[src/design/fptlv_pkg.sv]
// Purpose: constants for the file parameter proprietary object encoder
// Assumes: 8-bit register port, one byte per stream beat
// Notes: object indices fix the emission order inside the container
package fptlv_pkg;
  localparam int NOBJ = 10;
  localparam int CTRL_START_BIT = 0;
  localparam int STAT_BUSY_BIT = 0;
  localparam int STAT_ERR_BIT = 1;
  localparam int ENV_TEMP_RSVD_BIT = 2;
  // register map
  localparam logic [4:0] REG_CTRL = 5'h00;
  localparam logic [4:0] REG_PRES_A = 5'h01;
  localparam logic [4:0] REG_PRES_B = 5'h02;
  localparam logic [4:0] REG_CHAR = 5'h03;
  localparam logic [4:0] REG_PWR_CLASS = 5'h04;
  localparam logic [4:0] REG_PWR_MA = 5'h05;
  localparam logic [4:0] REG_PWR_REF = 5'h06;
  localparam logic [4:0] REG_MINF0 = 5'h07;
  localparam logic [4:0] REG_MINF1 = 5'h08;
  localparam logic [4:0] REG_AVAIL_HI = 5'h09;
  localparam logic [4:0] REG_AVAIL_LO = 5'h0A;
  localparam logic [4:0] REG_RESV_HI = 5'h0B;
  localparam logic [4:0] REG_RESV_LO = 5'h0C;
  localparam logic [4:0] REG_MAX_HI = 5'h0D;
  localparam logic [4:0] REG_MAX_LO = 5'h0E;
  localparam logic [4:0] REG_FDET = 5'h0F;
  localparam logic [4:0] REG_CMDS = 5'h10;
  localparam logic [4:0] REG_ENV = 5'h11;
  localparam logic [4:0] REG_COUNT = 5'h12;
  localparam logic [7:0] CFG_RESET = 8'h00;
  // tags and lengths
  localparam logic [7:0] TAG_CONTAINER = 8'hA5;
  localparam logic [7:0] TAG_CHAR = 8'h80;
  localparam logic [7:0] TAG_PWR = 8'h81;
  localparam logic [7:0] TAG_MINF = 8'h82;
  localparam logic [7:0] TAG_AVAIL = 8'h83;
  localparam logic [7:0] TAG_FDET = 8'h84;
  localparam logic [7:0] TAG_RESV = 8'h85;
  localparam logic [7:0] TAG_MAX = 8'h86;
  localparam logic [7:0] TAG_CMDS = 8'h87;
  localparam logic [7:0] TAG_ENV = 8'h88;
  localparam logic [7:0] LEN_ONE = 8'h01;
  localparam logic [7:0] LEN_SIZE = 8'h02;
  localparam logic [7:0] LEN_PWR = 8'h03;
  localparam logic [7:0] LEN_HDR = 8'h02;
  // field masks and ranges
  localparam logic [7:0] CHAR_MASK = 8'h7D;
  localparam logic [7:0] PWR_MA_MASK = 8'h3F;
  localparam logic [7:0] PWR_MA_MIN = 8'h01;
  localparam logic [7:0] PWR_MA_MAX = 8'h3C;
  localparam logic [7:0] FREQ_MIN = 8'h0A;
  localparam logic [7:0] FREQ_NONE = 8'hFF;
  localparam logic [7:0] FDET_MASK = 8'h01;
  localparam logic [7:0] CMDS_MASK = 8'h01;
  localparam logic [7:0] ENV_MASK = 8'h0F;
  // object indices, in emission order
  localparam logic [3:0] OBJ_CHAR = 4'h0;
  localparam logic [3:0] OBJ_PWR = 4'h1;
  localparam logic [3:0] OBJ_MINF0 = 4'h2;
  localparam logic [3:0] OBJ_MINF1 = 4'h3;
  localparam logic [3:0] OBJ_AVAIL = 4'h4;
  localparam logic [3:0] OBJ_FDET = 4'h5;
  localparam logic [3:0] OBJ_RESV = 4'h6;
  localparam logic [3:0] OBJ_MAX = 4'h7;
  localparam logic [3:0] OBJ_CMDS = 4'h8;
  localparam logic [3:0] OBJ_ENV = 4'h9;
  localparam logic [3:0] OBJ_NONE = 4'hA;
  typedef enum logic [1:0] {ST_IDLE, ST_LEN, ST_OBJ, ST_FIN} fptlv_state_t;
endpackage

[src/design/fptlv_enc.sv]
// Purpose: card-side encoder of the proprietary container and its objects
// Assumes: terminal takes bytes with TX_VALID/TX_READY on CLK
// Notes: objects leave in fixed index order, same tags adjacent
// Contract
// - characteristics object is tag 80, length 01, one value byte
// - b1 allows stop at either level; b3/b4 give preferred level
// - voltage class flags are one exactly for supported classes
// - power object is tag 81, length 03: class, current, reference frequency
// - current byte upper two bits reserved, value 01 to 3C milliamperes
// - frequency bytes in 0.1 MHz steps, FF means none given
// - current is a 1 ms average at reference, or at max clock
// - minimum frequency object tag 82 length 01, value 0A to FF
// - several minimum frequency objects keep their order
// - available memory tag 83, length two or more, MSB first
// - available memory is next creatable object size, within max file size
// - file details tag 84 length 1, b1 distinguished encoding, rest reserved
// - reserved size tag 85, MSB first, zero when nothing reserved
// - max size tag 86; absent means no limit
// - supported commands tag 87 length 1, b1 power ability query
// - environment tag 88 length 01, temp class b3..b1, humidity b4
// - environment object sent whenever card supports special conditions
// - reserved characteristics bits are sent as zero
// - all objects sit in container A5 whose length covers them
// - objects with equal tags are placed next to one another
//
// The address map and strobed register access were chosen for this implementation.
`timescale 1ns/10ps
module fptlv_enc
  import fptlv_pkg::*;
(
  // clock and reset
  input wire logic CLK,
  input wire logic RST,
  // register port
  input wire logic [4:0] REG_ADDR,
  input wire logic [7:0] REG_WDATA,
  input wire logic REG_WR,
  input wire logic REG_RD,
  output logic [7:0] REG_RDATA,
  // byte stream to terminal
  output logic [7:0] TX_DATA,
  output logic TX_VALID,
  input wire logic TX_READY,
  output logic TX_LAST
);

  logic [7:0] cfg_reg [REG_PRES_A:REG_ENV];
  fptlv_state_t st_reg;
  logic [3:0] obj_reg;
  logic [2:0] pos_reg;
  logic [3:0] emit_obj_reg;
  logic [2:0] emit_pos_reg;
  logic [7:0] data_reg;
  logic valid_reg;
  logic last_reg;
  logic [7:0] count_reg;
  logic [7:0] rdata_reg;
  logic [9:0] pres;
  logic [15:0] avail_v;
  logic [15:0] max_v;
  logic [15:0] avail_eff;
  logic [7:0] total_len;
  logic [7:0] obj_tag;
  logic [7:0] obj_len;
  logic [7:0] v0;
  logic [7:0] v1;
  logic [7:0] v2;
  logic [7:0] cur_byte;
  logic cfg_err;
  logic start;
  logic accept;
  logic busy;
  logic obj_done;
  logic [3:0] first_obj;
  logic [3:0] after_obj;

  function automatic logic [7:0] obj_vlen(input logic [3:0] o);
    logic [7:0] r;
    r = LEN_ONE;
    if (o == OBJ_PWR) begin
      r = LEN_PWR;
    end else if (o == OBJ_AVAIL || o == OBJ_RESV || o == OBJ_MAX) begin
      r = LEN_SIZE;
    end
    return r;
  endfunction

  function automatic logic [3:0] next_obj(input logic [9:0] p, input logic [4:0] from);
    logic [3:0] r;
    r = OBJ_NONE;
    for (int i = NOBJ - 1; i >= 0; i--) begin
      if (i >= int'(from) && p[i]) begin
        r = 4'(i);
      end
    end
    return r;
  endfunction

  // presence and derived sizes
  assign pres = {cfg_reg[REG_PRES_B][1:0], cfg_reg[REG_PRES_A]};
  assign avail_v = {cfg_reg[REG_AVAIL_HI], cfg_reg[REG_AVAIL_LO]};
  assign max_v = {cfg_reg[REG_MAX_HI], cfg_reg[REG_MAX_LO]};
  // capped so an object of the advertised size never breaks the max size
  assign avail_eff = (pres[OBJ_MAX] && avail_v > max_v) ? max_v : avail_v;

  always_comb begin
    total_len = '0;
    for (int i = 0; i < NOBJ; i++) begin
      if (pres[i]) begin
        total_len = total_len + obj_vlen(4'(i)) + LEN_HDR;
      end
    end
  end

  // configuration checks; a bad set blocks the start
  always_comb begin
    cfg_err = 1'b0;
    if (pres[OBJ_PWR]) begin
      if ((cfg_reg[REG_PWR_MA] & PWR_MA_MASK) < PWR_MA_MIN) begin
        cfg_err = 1'b1;
      end
      if ((cfg_reg[REG_PWR_MA] & PWR_MA_MASK) > PWR_MA_MAX) begin
        cfg_err = 1'b1;
      end
      if (cfg_reg[REG_PWR_REF] < FREQ_MIN) begin
        cfg_err = 1'b1;
      end
    end
    if (pres[OBJ_MINF0] && cfg_reg[REG_MINF0] < FREQ_MIN) begin
      cfg_err = 1'b1;
    end
    if (pres[OBJ_MINF1] && cfg_reg[REG_MINF1] < FREQ_MIN) begin
      cfg_err = 1'b1;
    end
    if (pres[OBJ_ENV] && cfg_reg[REG_ENV][ENV_TEMP_RSVD_BIT]) begin
      cfg_err = 1'b1;
    end
  end

  // byte at the next position of the current object
  always_comb begin
    obj_tag = '0;
    v0 = '0;
    v1 = '0;
    v2 = '0;
    obj_len = obj_vlen(obj_reg);
    case (obj_reg)
      OBJ_CHAR: begin
        obj_tag = TAG_CHAR;
        v0 = cfg_reg[REG_CHAR] & CHAR_MASK;
      end
      OBJ_PWR: begin
        obj_tag = TAG_PWR;
        v0 = cfg_reg[REG_PWR_CLASS];
        v1 = cfg_reg[REG_PWR_MA] & PWR_MA_MASK;
        // current is the 1 ms average at this reference, or at max clock when FF
        v2 = cfg_reg[REG_PWR_REF];
      end
      OBJ_MINF0: begin
        obj_tag = TAG_MINF;
        v0 = cfg_reg[REG_MINF0];
      end
      OBJ_MINF1: begin
        obj_tag = TAG_MINF;
        v0 = cfg_reg[REG_MINF1];
      end
      OBJ_AVAIL: begin
        obj_tag = TAG_AVAIL;
        v0 = avail_eff[15:8];
        v1 = avail_eff[7:0];
      end
      OBJ_FDET: begin
        obj_tag = TAG_FDET;
        v0 = cfg_reg[REG_FDET] & FDET_MASK;
      end
      OBJ_RESV: begin
        obj_tag = TAG_RESV;
        v0 = cfg_reg[REG_RESV_HI];
        v1 = cfg_reg[REG_RESV_LO];
      end
      OBJ_MAX: begin
        obj_tag = TAG_MAX;
        v0 = max_v[15:8];
        v1 = max_v[7:0];
      end
      OBJ_CMDS: begin
        obj_tag = TAG_CMDS;
        v0 = cfg_reg[REG_CMDS] & CMDS_MASK;
      end
      OBJ_ENV: begin
        obj_tag = TAG_ENV;
        v0 = cfg_reg[REG_ENV] & ENV_MASK;
      end
      default: begin
        obj_tag = '0;
      end
    endcase
    case (pos_reg)
      3'h0: cur_byte = obj_tag;
      3'h1: cur_byte = obj_len;
      3'h2: cur_byte = v0;
      3'h3: cur_byte = v1;
      default: cur_byte = v2;
    endcase
  end

  assign busy = (st_reg != ST_IDLE);
  assign accept = valid_reg && TX_READY;
  assign start = (st_reg == ST_IDLE) && REG_WR && (REG_ADDR == REG_CTRL)
    && REG_WDATA[CTRL_START_BIT] && !cfg_err;
  assign obj_done = (pos_reg == 3'(obj_len + 8'h01));
  assign first_obj = next_obj(pres, 5'h00);
  assign after_obj = next_obj(pres, 5'({1'b0, obj_reg} + 5'h01));

  // configuration registers, frozen while a frame is out
  always_ff @(posedge CLK) begin
    if (RST) begin
      for (int i = REG_PRES_A; i <= REG_ENV; i++) begin
        cfg_reg[i] <= CFG_RESET;
      end
    end else if (REG_WR && !busy && REG_ADDR >= REG_PRES_A && REG_ADDR <= REG_ENV) begin
      cfg_reg[REG_ADDR] <= REG_WDATA;
    end
  end

  // stream sequencer
  always_ff @(posedge CLK) begin
    if (RST) begin
      st_reg <= ST_IDLE;
      obj_reg <= OBJ_NONE;
      pos_reg <= 3'h0;
      emit_obj_reg <= OBJ_NONE;
      emit_pos_reg <= 3'h0;
      data_reg <= 8'h00;
      valid_reg <= 1'b0;
      last_reg <= 1'b0;
      count_reg <= 8'h00;
    end else begin
      case (st_reg)
        ST_IDLE: begin
          if (start) begin
            data_reg <= TAG_CONTAINER;
            valid_reg <= 1'b1;
            last_reg <= 1'b0;
            emit_obj_reg <= OBJ_NONE;
            emit_pos_reg <= 3'h0;
            count_reg <= 8'h00;
            st_reg <= ST_LEN;
          end
        end
        ST_LEN: begin
          if (accept) begin
            data_reg <= total_len;
            emit_pos_reg <= 3'h1;
            count_reg <= count_reg + 8'h01;
            obj_reg <= first_obj;
            pos_reg <= 3'h0;
            last_reg <= (first_obj == OBJ_NONE);
            st_reg <= (first_obj == OBJ_NONE) ? ST_FIN : ST_OBJ;
          end
        end
        ST_OBJ: begin
          if (accept) begin
            data_reg <= cur_byte;
            emit_obj_reg <= obj_reg;
            emit_pos_reg <= pos_reg;
            count_reg <= count_reg + 8'h01;
            if (obj_done) begin
              obj_reg <= after_obj;
              pos_reg <= 3'h0;
              if (after_obj == OBJ_NONE) begin
                last_reg <= 1'b1;
                st_reg <= ST_FIN;
              end
            end else begin
              pos_reg <= pos_reg + 3'h1;
            end
          end
        end
        ST_FIN: begin
          if (accept) begin
            valid_reg <= 1'b0;
            last_reg <= 1'b0;
            count_reg <= count_reg + 8'h01;
            st_reg <= ST_IDLE;
          end
        end
        default: begin
          st_reg <= ST_IDLE;
        end
      endcase
    end
  end

  // register reads, data valid the cycle after the strobe only
  always_ff @(posedge CLK) begin
    if (RST) begin
      rdata_reg <= 8'h00;
    end else if (REG_RD) begin
      if (REG_ADDR == REG_CTRL) begin
        rdata_reg <= {6'h00, cfg_err, busy};
      end else if (REG_ADDR == REG_COUNT) begin
        rdata_reg <= count_reg;
      end else if (REG_ADDR >= REG_PRES_A && REG_ADDR <= REG_ENV) begin
        rdata_reg <= cfg_reg[REG_ADDR];
      end else begin
        rdata_reg <= 8'h00;
      end
    end else begin
      rdata_reg <= 8'h00;
    end
  end

  assign REG_RDATA = rdata_reg;
  assign TX_DATA = data_reg;
  assign TX_VALID = valid_reg;
  assign TX_LAST = last_reg;
endmodule

[config.mk]
export PLATFORM = sky130hd
export DESIGN_NAME = fptlv_enc
export DESIGN_NICKNAME = d
export VERILOG_FILES = /design/src/design/fptlv_pkg.sv /design/src/design/fptlv_enc.sv
export SDC_FILE = /design/constraint.sdc
export NUM_CORES = 1
export LEC_CHECK = 0
export ABC_AREA = 1
export BUFFER_PORTS_ARGS = -buffer_cell sky130_fd_sc_hd__buf_2
export CORE_AREA = 2 2 205 207
export CTS_CLUSTER_SIZE = 24
export DETAILED_ROUTE_END_ITERATION = 6
export DIE_AREA = 0 0 207 209
export SLEW_MARGIN = 20
export SYNTH_ARGS = -nofsm -noshare
export SYNTH_HDL_FRONTEND = slang
export SYNTH_SLANG_ARGS = --single-unit
[constraint.sdc]
create_clock -name CLK -period 4.3 [get_ports CLK]
set_input_delay 0.215 -clock CLK [delete_from_list [all_inputs] [get_ports CLK]]
set_output_delay 0.215 -clock CLK [all_outputs]
set_load 0.005 [all_outputs]
==> impl_metrics.toml, run 1 <==
[status]
status = "finished clean"

[clocking]
path_clk_slew_ns = 0.06
htree_levels = 1
clk_latency_ns = 0.61
ctsLongestPathBuffers = 3
cts-root-buf = "clkbuf_16"
cts_tree = "built"
numCtsBuffers = 30
clock_sinks = 279

[sta]
slew_viol_final = 0
timing.final.crit_share = 0.948
max_freq_mhz = 245
skew_ns = 0.0434
setup_viol = 0
slew-limit-headroom = 0.241
min_period_ns = 4.08
setup_tns_ns = 0
tightest_slew_ns = 1.14
hold_viol = 0

[detailed_routing]
wl_per_cell_microns = 20.6
drt_iter0_markers = 1140
drc = 0
ant_nets = 0
vias_per_cell = 5.32
vias = 12500
wl_microns = 48400
first_pass_iters = 5

[synth]
ys.flop_type = "edfxtp_1"
syn_avg_cell_area_sq_um = 9.10
ys_ff_latch = 279
synth_cell_type_count = 51
synth_edf_count = 244
ys_top_cells_by_area = "edfxtp_1 50%, nand2_1 7.2%, nor2_1 6.6%"
postSynth.asyncResetShare = 0
yosysTopAreaCell = "edfxtp_1"
syn-cell-area_sq_um = 14700
synth_warnings = 0
synth_cells = 1611
yosysSeqAreaShare = 0.547
synth_top_area_frac = 0.500

[global_routing]
grt_pass1_wl_microns = 72400
grt_max_degree = 34
grt_use_total = 0.219
antenna_found_initial = 1
gr-total-overflow = 0
grt_pass1_vias = 12200

[placed_design]
gp_congestion = 0.954
io_buffers = 35
dp.cells = 2282
dpl.hpwl_microns = 35400

[floorplanning]
placeableCoreArea_sq_um = 41300
initial_core_util = 0.355
die_h_microns = 209
die_w_microns = 207
rows = 75
io_pins = 36
dieArea_sq_um = 43300

[setup_path]
crit_fanout = 5
worst_ep_required_time_ns = 4.80
crit_start = "cfg_reg[1][1]"
crit_type = "flip-flop to flip-flop"
rr_startpoint = "cfg_reg[1][1]"
cp_slowest_stage_delay_ns = 0.52
end_kind = "flip-flop"
critical_path_arrival_ns = 4.57
path_common_cell = "nand2_1"
critPathLaunchType = "flip-flop"
critical-path-slowest-cell = "edfxtp_1"

[final_layout]
area_growth_pct = 18.4
largest_reg_flops = 244
final_common_cell = "nand2_1"
post-route-util = 0.420
final_cell_mix = "267 x nand2_1, 255 x nor2_1, 244 x edfxtp_1"
regArea_sq_um = 8030
fin_nets = 1854
fillers = 4148
final_cell_count_no_fill = 2356
drive_above_1_share = 0.122
multiInputGateArea_sq_um = 6370

[power]
p_leak_nw = 7.07
power_density_nw_per_um2 = 380
ir_drop_mv = 0.369

[flow_run]
drv_cap = 0

[hold_path]
min_from = "RST"
holdCritPathClass = "primary input to flip-flop"
[cell usage after synthesis (11+ instances only)]
cell type  number
nand3_1        47
nand2_1       281
ha_1           44
a211oi_1       13
o31ai_1        16
edfxtp_1      244
nand4_1        12
a22oi_1        18
o22ai_1        56
dfxtp_1        35
nor3_1         66
nand2_2        25
nor2_1        258
inv_1         145
o21ai_0        82
clkbuf_1       50
a21oi_1        79
o211ai_1       16
inv_2          11
a221oi_1       16
clkinv_1       13
[repair_timing]
item                                    4_1_cts  5_1_grt
cloned                                        0        0
pin swaps                                     3       24
hold buffers                                  9        0
setup buffers                                 2        6
endpoints found under the hold margin       108        0
gates resized for setup                       7       34
endpoints found under the setup margin        3        5
[where the power goes]
part	switching (W)	internal (W)
logic	0.000578	0.000254
registers	0.0000931	0.00312
clock network	0.00110	0.00146
[cell type report]
type                            instances  share of cell area
Sequential cell                       279               0.463
Multi-Input combinational cell       1215               0.367
Clock buffer                           39              0.0470
Tap cell                              539              0.0389
Timing Repair Buffer                   97              0.0384
Inverter                              169              0.0366
Clock inverter                         17             0.00923
Antenna cell                            1            0.000144
[logic make-up (layout without fill, tap and decap cells)]
family / Yosys count / count (layout) / synth area share
other: 1 / 109 / 0.000256
buffers and inverters: 224 / 322 / 0.0579
AOI/OAI and AO/OA: 334 / 334 / 0.141
and+or+nand+nor: 722 / 722 / 0.211
DFF: 279 / 279 / 0.547
xor gates and xnor gates: 7 / 7 / 0.00521
adders and majority gates: 44 / 44 / 0.0375
[routing by layer]
layer	share of wire	global-route usage
met5	0.00014	0
met2	0.47	0.366
met4	0.048	0.0975
met3	0.071	0.0347
met1	0.41	0.282
[critical path, delay by kind of cell, from the launching register on]
| family | cells | cell delay (ns) |
|---|---|---|
| flip-flops | 1 | 0.52 |
| AND/OR/NAND/NOR | 21 | 1.82 |
| buffers and inverters | 4 | 0.35 |
| adder cells (fa/ha/maj) | 4 | 0.97 |
| AO/OA/AOI/OAI | 2 | 0.32 |
[path summary, 6_finish.rpt]
check | cells past startpoint | slack (ns) | endpoint
max | 31 | 0.22 | TX_DATA[6]
min | 2 | 0.07 | TX_VALID
max reg2reg | 31 | 0.22 | TX_DATA[6]
min reg2reg | 2 | 0.46 | TX_DATA[1]
[through the flow]
step,cell area (sq um),hold slack [ns],total power (W),worst slack (ns)
3_5_place_dp,16000,0.456,0.00405,-0.0562
6_report,17400,0.0727,0.00660,0.223
4_1_cts,17200,0.0550,0.00661,0.0130
3_3_place_gp,16000,0.455,0.00403,-0.00719
2_1_floorplan,15100,0.314,0.00371,0.133
5_1_grt,17400,0.0921,0.00683,-0.0633
Note: power is estimated with default switching activity, not from simulation.
==> run 2, diff against run 1 <==
- CORE_AREA: 2 2 205 207 -> 2 2 186 188
- DIE_AREA: 0 0 207 209 -> 0 0 188 190
==> impl_metrics.toml, run 2 (synthesis results as in run 1) <==
[sta]
slew_viol_final = 0
timing.final.crit_share = 0.941
hold-worst-slack_ns = 0.0147
setup_ws_ns = 0.252
max_freq_mhz = 247
setup_viol = 0
hold_viol = 0
skew_ns = 0.0143
slew-limit-headroom = 0.264
tightest_slew_ns = 1.10
min_period_ns = 4.05

[clocking]
numCtsBuffers = 31
ctsLongestPathBuffers = 3
htree_levels = 1
cts_tree = "built"
clk_latency_ns = 0.58
cts-root-buf = "clkbuf_16"
clock_sinks = 279
path_clk_slew_ns = 0.06

[detailed_routing]
vias = 12400
drt_iter0_markers = 1106
ant_nets = 0
first_pass_iters = 5
wl_microns = 47400
wl_per_cell_microns = 21.0
vias_per_cell = 5.48
drc = 0

[final_layout]
fillers = 3254
diodes = 0
final_common_cell = "nand2_1"
fin_nets = 1850
postLayoutCellArea_sq_um = 17200
drive_above_1_share = 0.122
final_cell_mix = "269 x nand2_1, 256 x nor2_1, 244 x edfxtp_1"
area_growth_pct = 17.0
largest_reg_flops = 244

[setup_path]
critical-path-slowest-cell = "edfxtp_1"
worst_ep_required_time_ns = 4.81
critPathLaunchType = "flip-flop"
path_common_cell = "nand2_2"
end_kind = "flip-flop"
critical_path_arrival_ns = 4.55
crit_fanout = 4
cp_slowest_stage_delay_ns = 0.44
crit_type = "flip-flop to flip-flop"

[floorplanning]
io_pins = 36
rows = 68
die_h_microns = 190
die_w_microns = 188
dieArea_sq_um = 35700
placeableCoreArea_sq_um = 33900
initial_core_util = 0.432

[status]
status = "finished clean"

[global_routing]
grt_use_total = 0.265
grt_pass1_vias = 11800
grt_pass1_wl_microns = 71200
antenna_found_initial = 0
gr-total-overflow = 0
grt_max_degree = 51

[placed_design]
place_area_sq_um = 16000
dpl.hpwl_microns = 34900
io_buffers = 35
gp_congestion = 1.00
place_ws_ns = -0.0820

[hold_path]
holdCritPathClass = "primary input to flip-flop"

[flow_run]
drv_cap = 0

[power]
power_density_nw_per_um2 = 379
total_power_w = 0.00649
ir_drop_mv = 0.343
p_leak_nw = 7.01
-- run 2: cell types whose count changed in the layout (fill, tap and decap cells not counted), sizes merged --
cell         before  now
clkinv           26   17
bufinv            2    1
diode             1    0
clkinvlp          2    3
dlygate4sd3       9    3
clkbuf           39   43
inv             156  158
buf              88   89
-- run 2: area by class of cell --
type / count / area, sq um / share of cell area
sequential: 279 / 8030 / 0.468
clock inverter: 10 / 95.1 / 0.00554
timing repair buffer: 92 / 627 / 0.0366
inverter: 169 / 634 / 0.0370
tap: 455 / 569 / 0.0332
clock buffer: 43 / 831 / 0.0484
multi-input combinational: 1215 / 6370 / 0.371
-- run 2: layer usage --
metal  track usage  vias to the layer above  wire, microns
li1              -                     5891              -
met1         0.349                     5879          19100
met2         0.426                      516          21800
met3        0.0487                      117           4010
met4         0.119                        0           2450
met5             0                        -              0
-- run 2: through the flow --
step           cells  utilization  TNS [ns]
2_1_floorplan   1718            -         0
3_3_place_gp    2198        0.470         0
3_5_place_dp    2198        0.470    -0.120
4_1_cts         2256        0.500         0
5_1_grt         2263        0.505   -0.0968
6_report        2263        0.505         0
-- run 2: report_power, final --
group          switching (W)  internal [W]  total, W
Combinational       0.000562      0.000245  0.000807
Clock                0.00107       0.00140   0.00248
Sequential         0.0000920       0.00312   0.00321
Total                0.00173       0.00477   0.00649
-- run 2: path summary, 6_finish.rpt --
| kind | start | to | slack [ns] | cells after the start |
|---|---|---|---|---|
| setup / recovery | cfg_reg[1][0] | TX_DATA[6] | 0.25 | 30 |
| hold reg to reg | TX_LAST | TX_LAST | 0.47 | 2 |
| setup reg to reg | cfg_reg[1][0] | TX_DATA[6] | 0.25 | 30 |
| hold / removal | REG_WDATA[1] | cfg_reg[21][1] | 0.01 | 1 |
-- run 2: worst max-delay path, delay by kind of cell, from the launching register on --
kind | cells | cell delay (ns)
buf+inv | 2 | 0.20
compound gates | 2 | 0.26
simple gates | 22 | 2.13
flops | 1 | 0.44
fa+ha+maj | 4 | 0.93
-- run 2: what timing repair did --
item                       4_1_cts  5_1_grt
gates resized for setup          8       29
setup buffers                    2        7
hold buffers                     3        0
pin swaps                        3       15
hold endpoints to repair        33        0
setup endpoints to repair        2        5
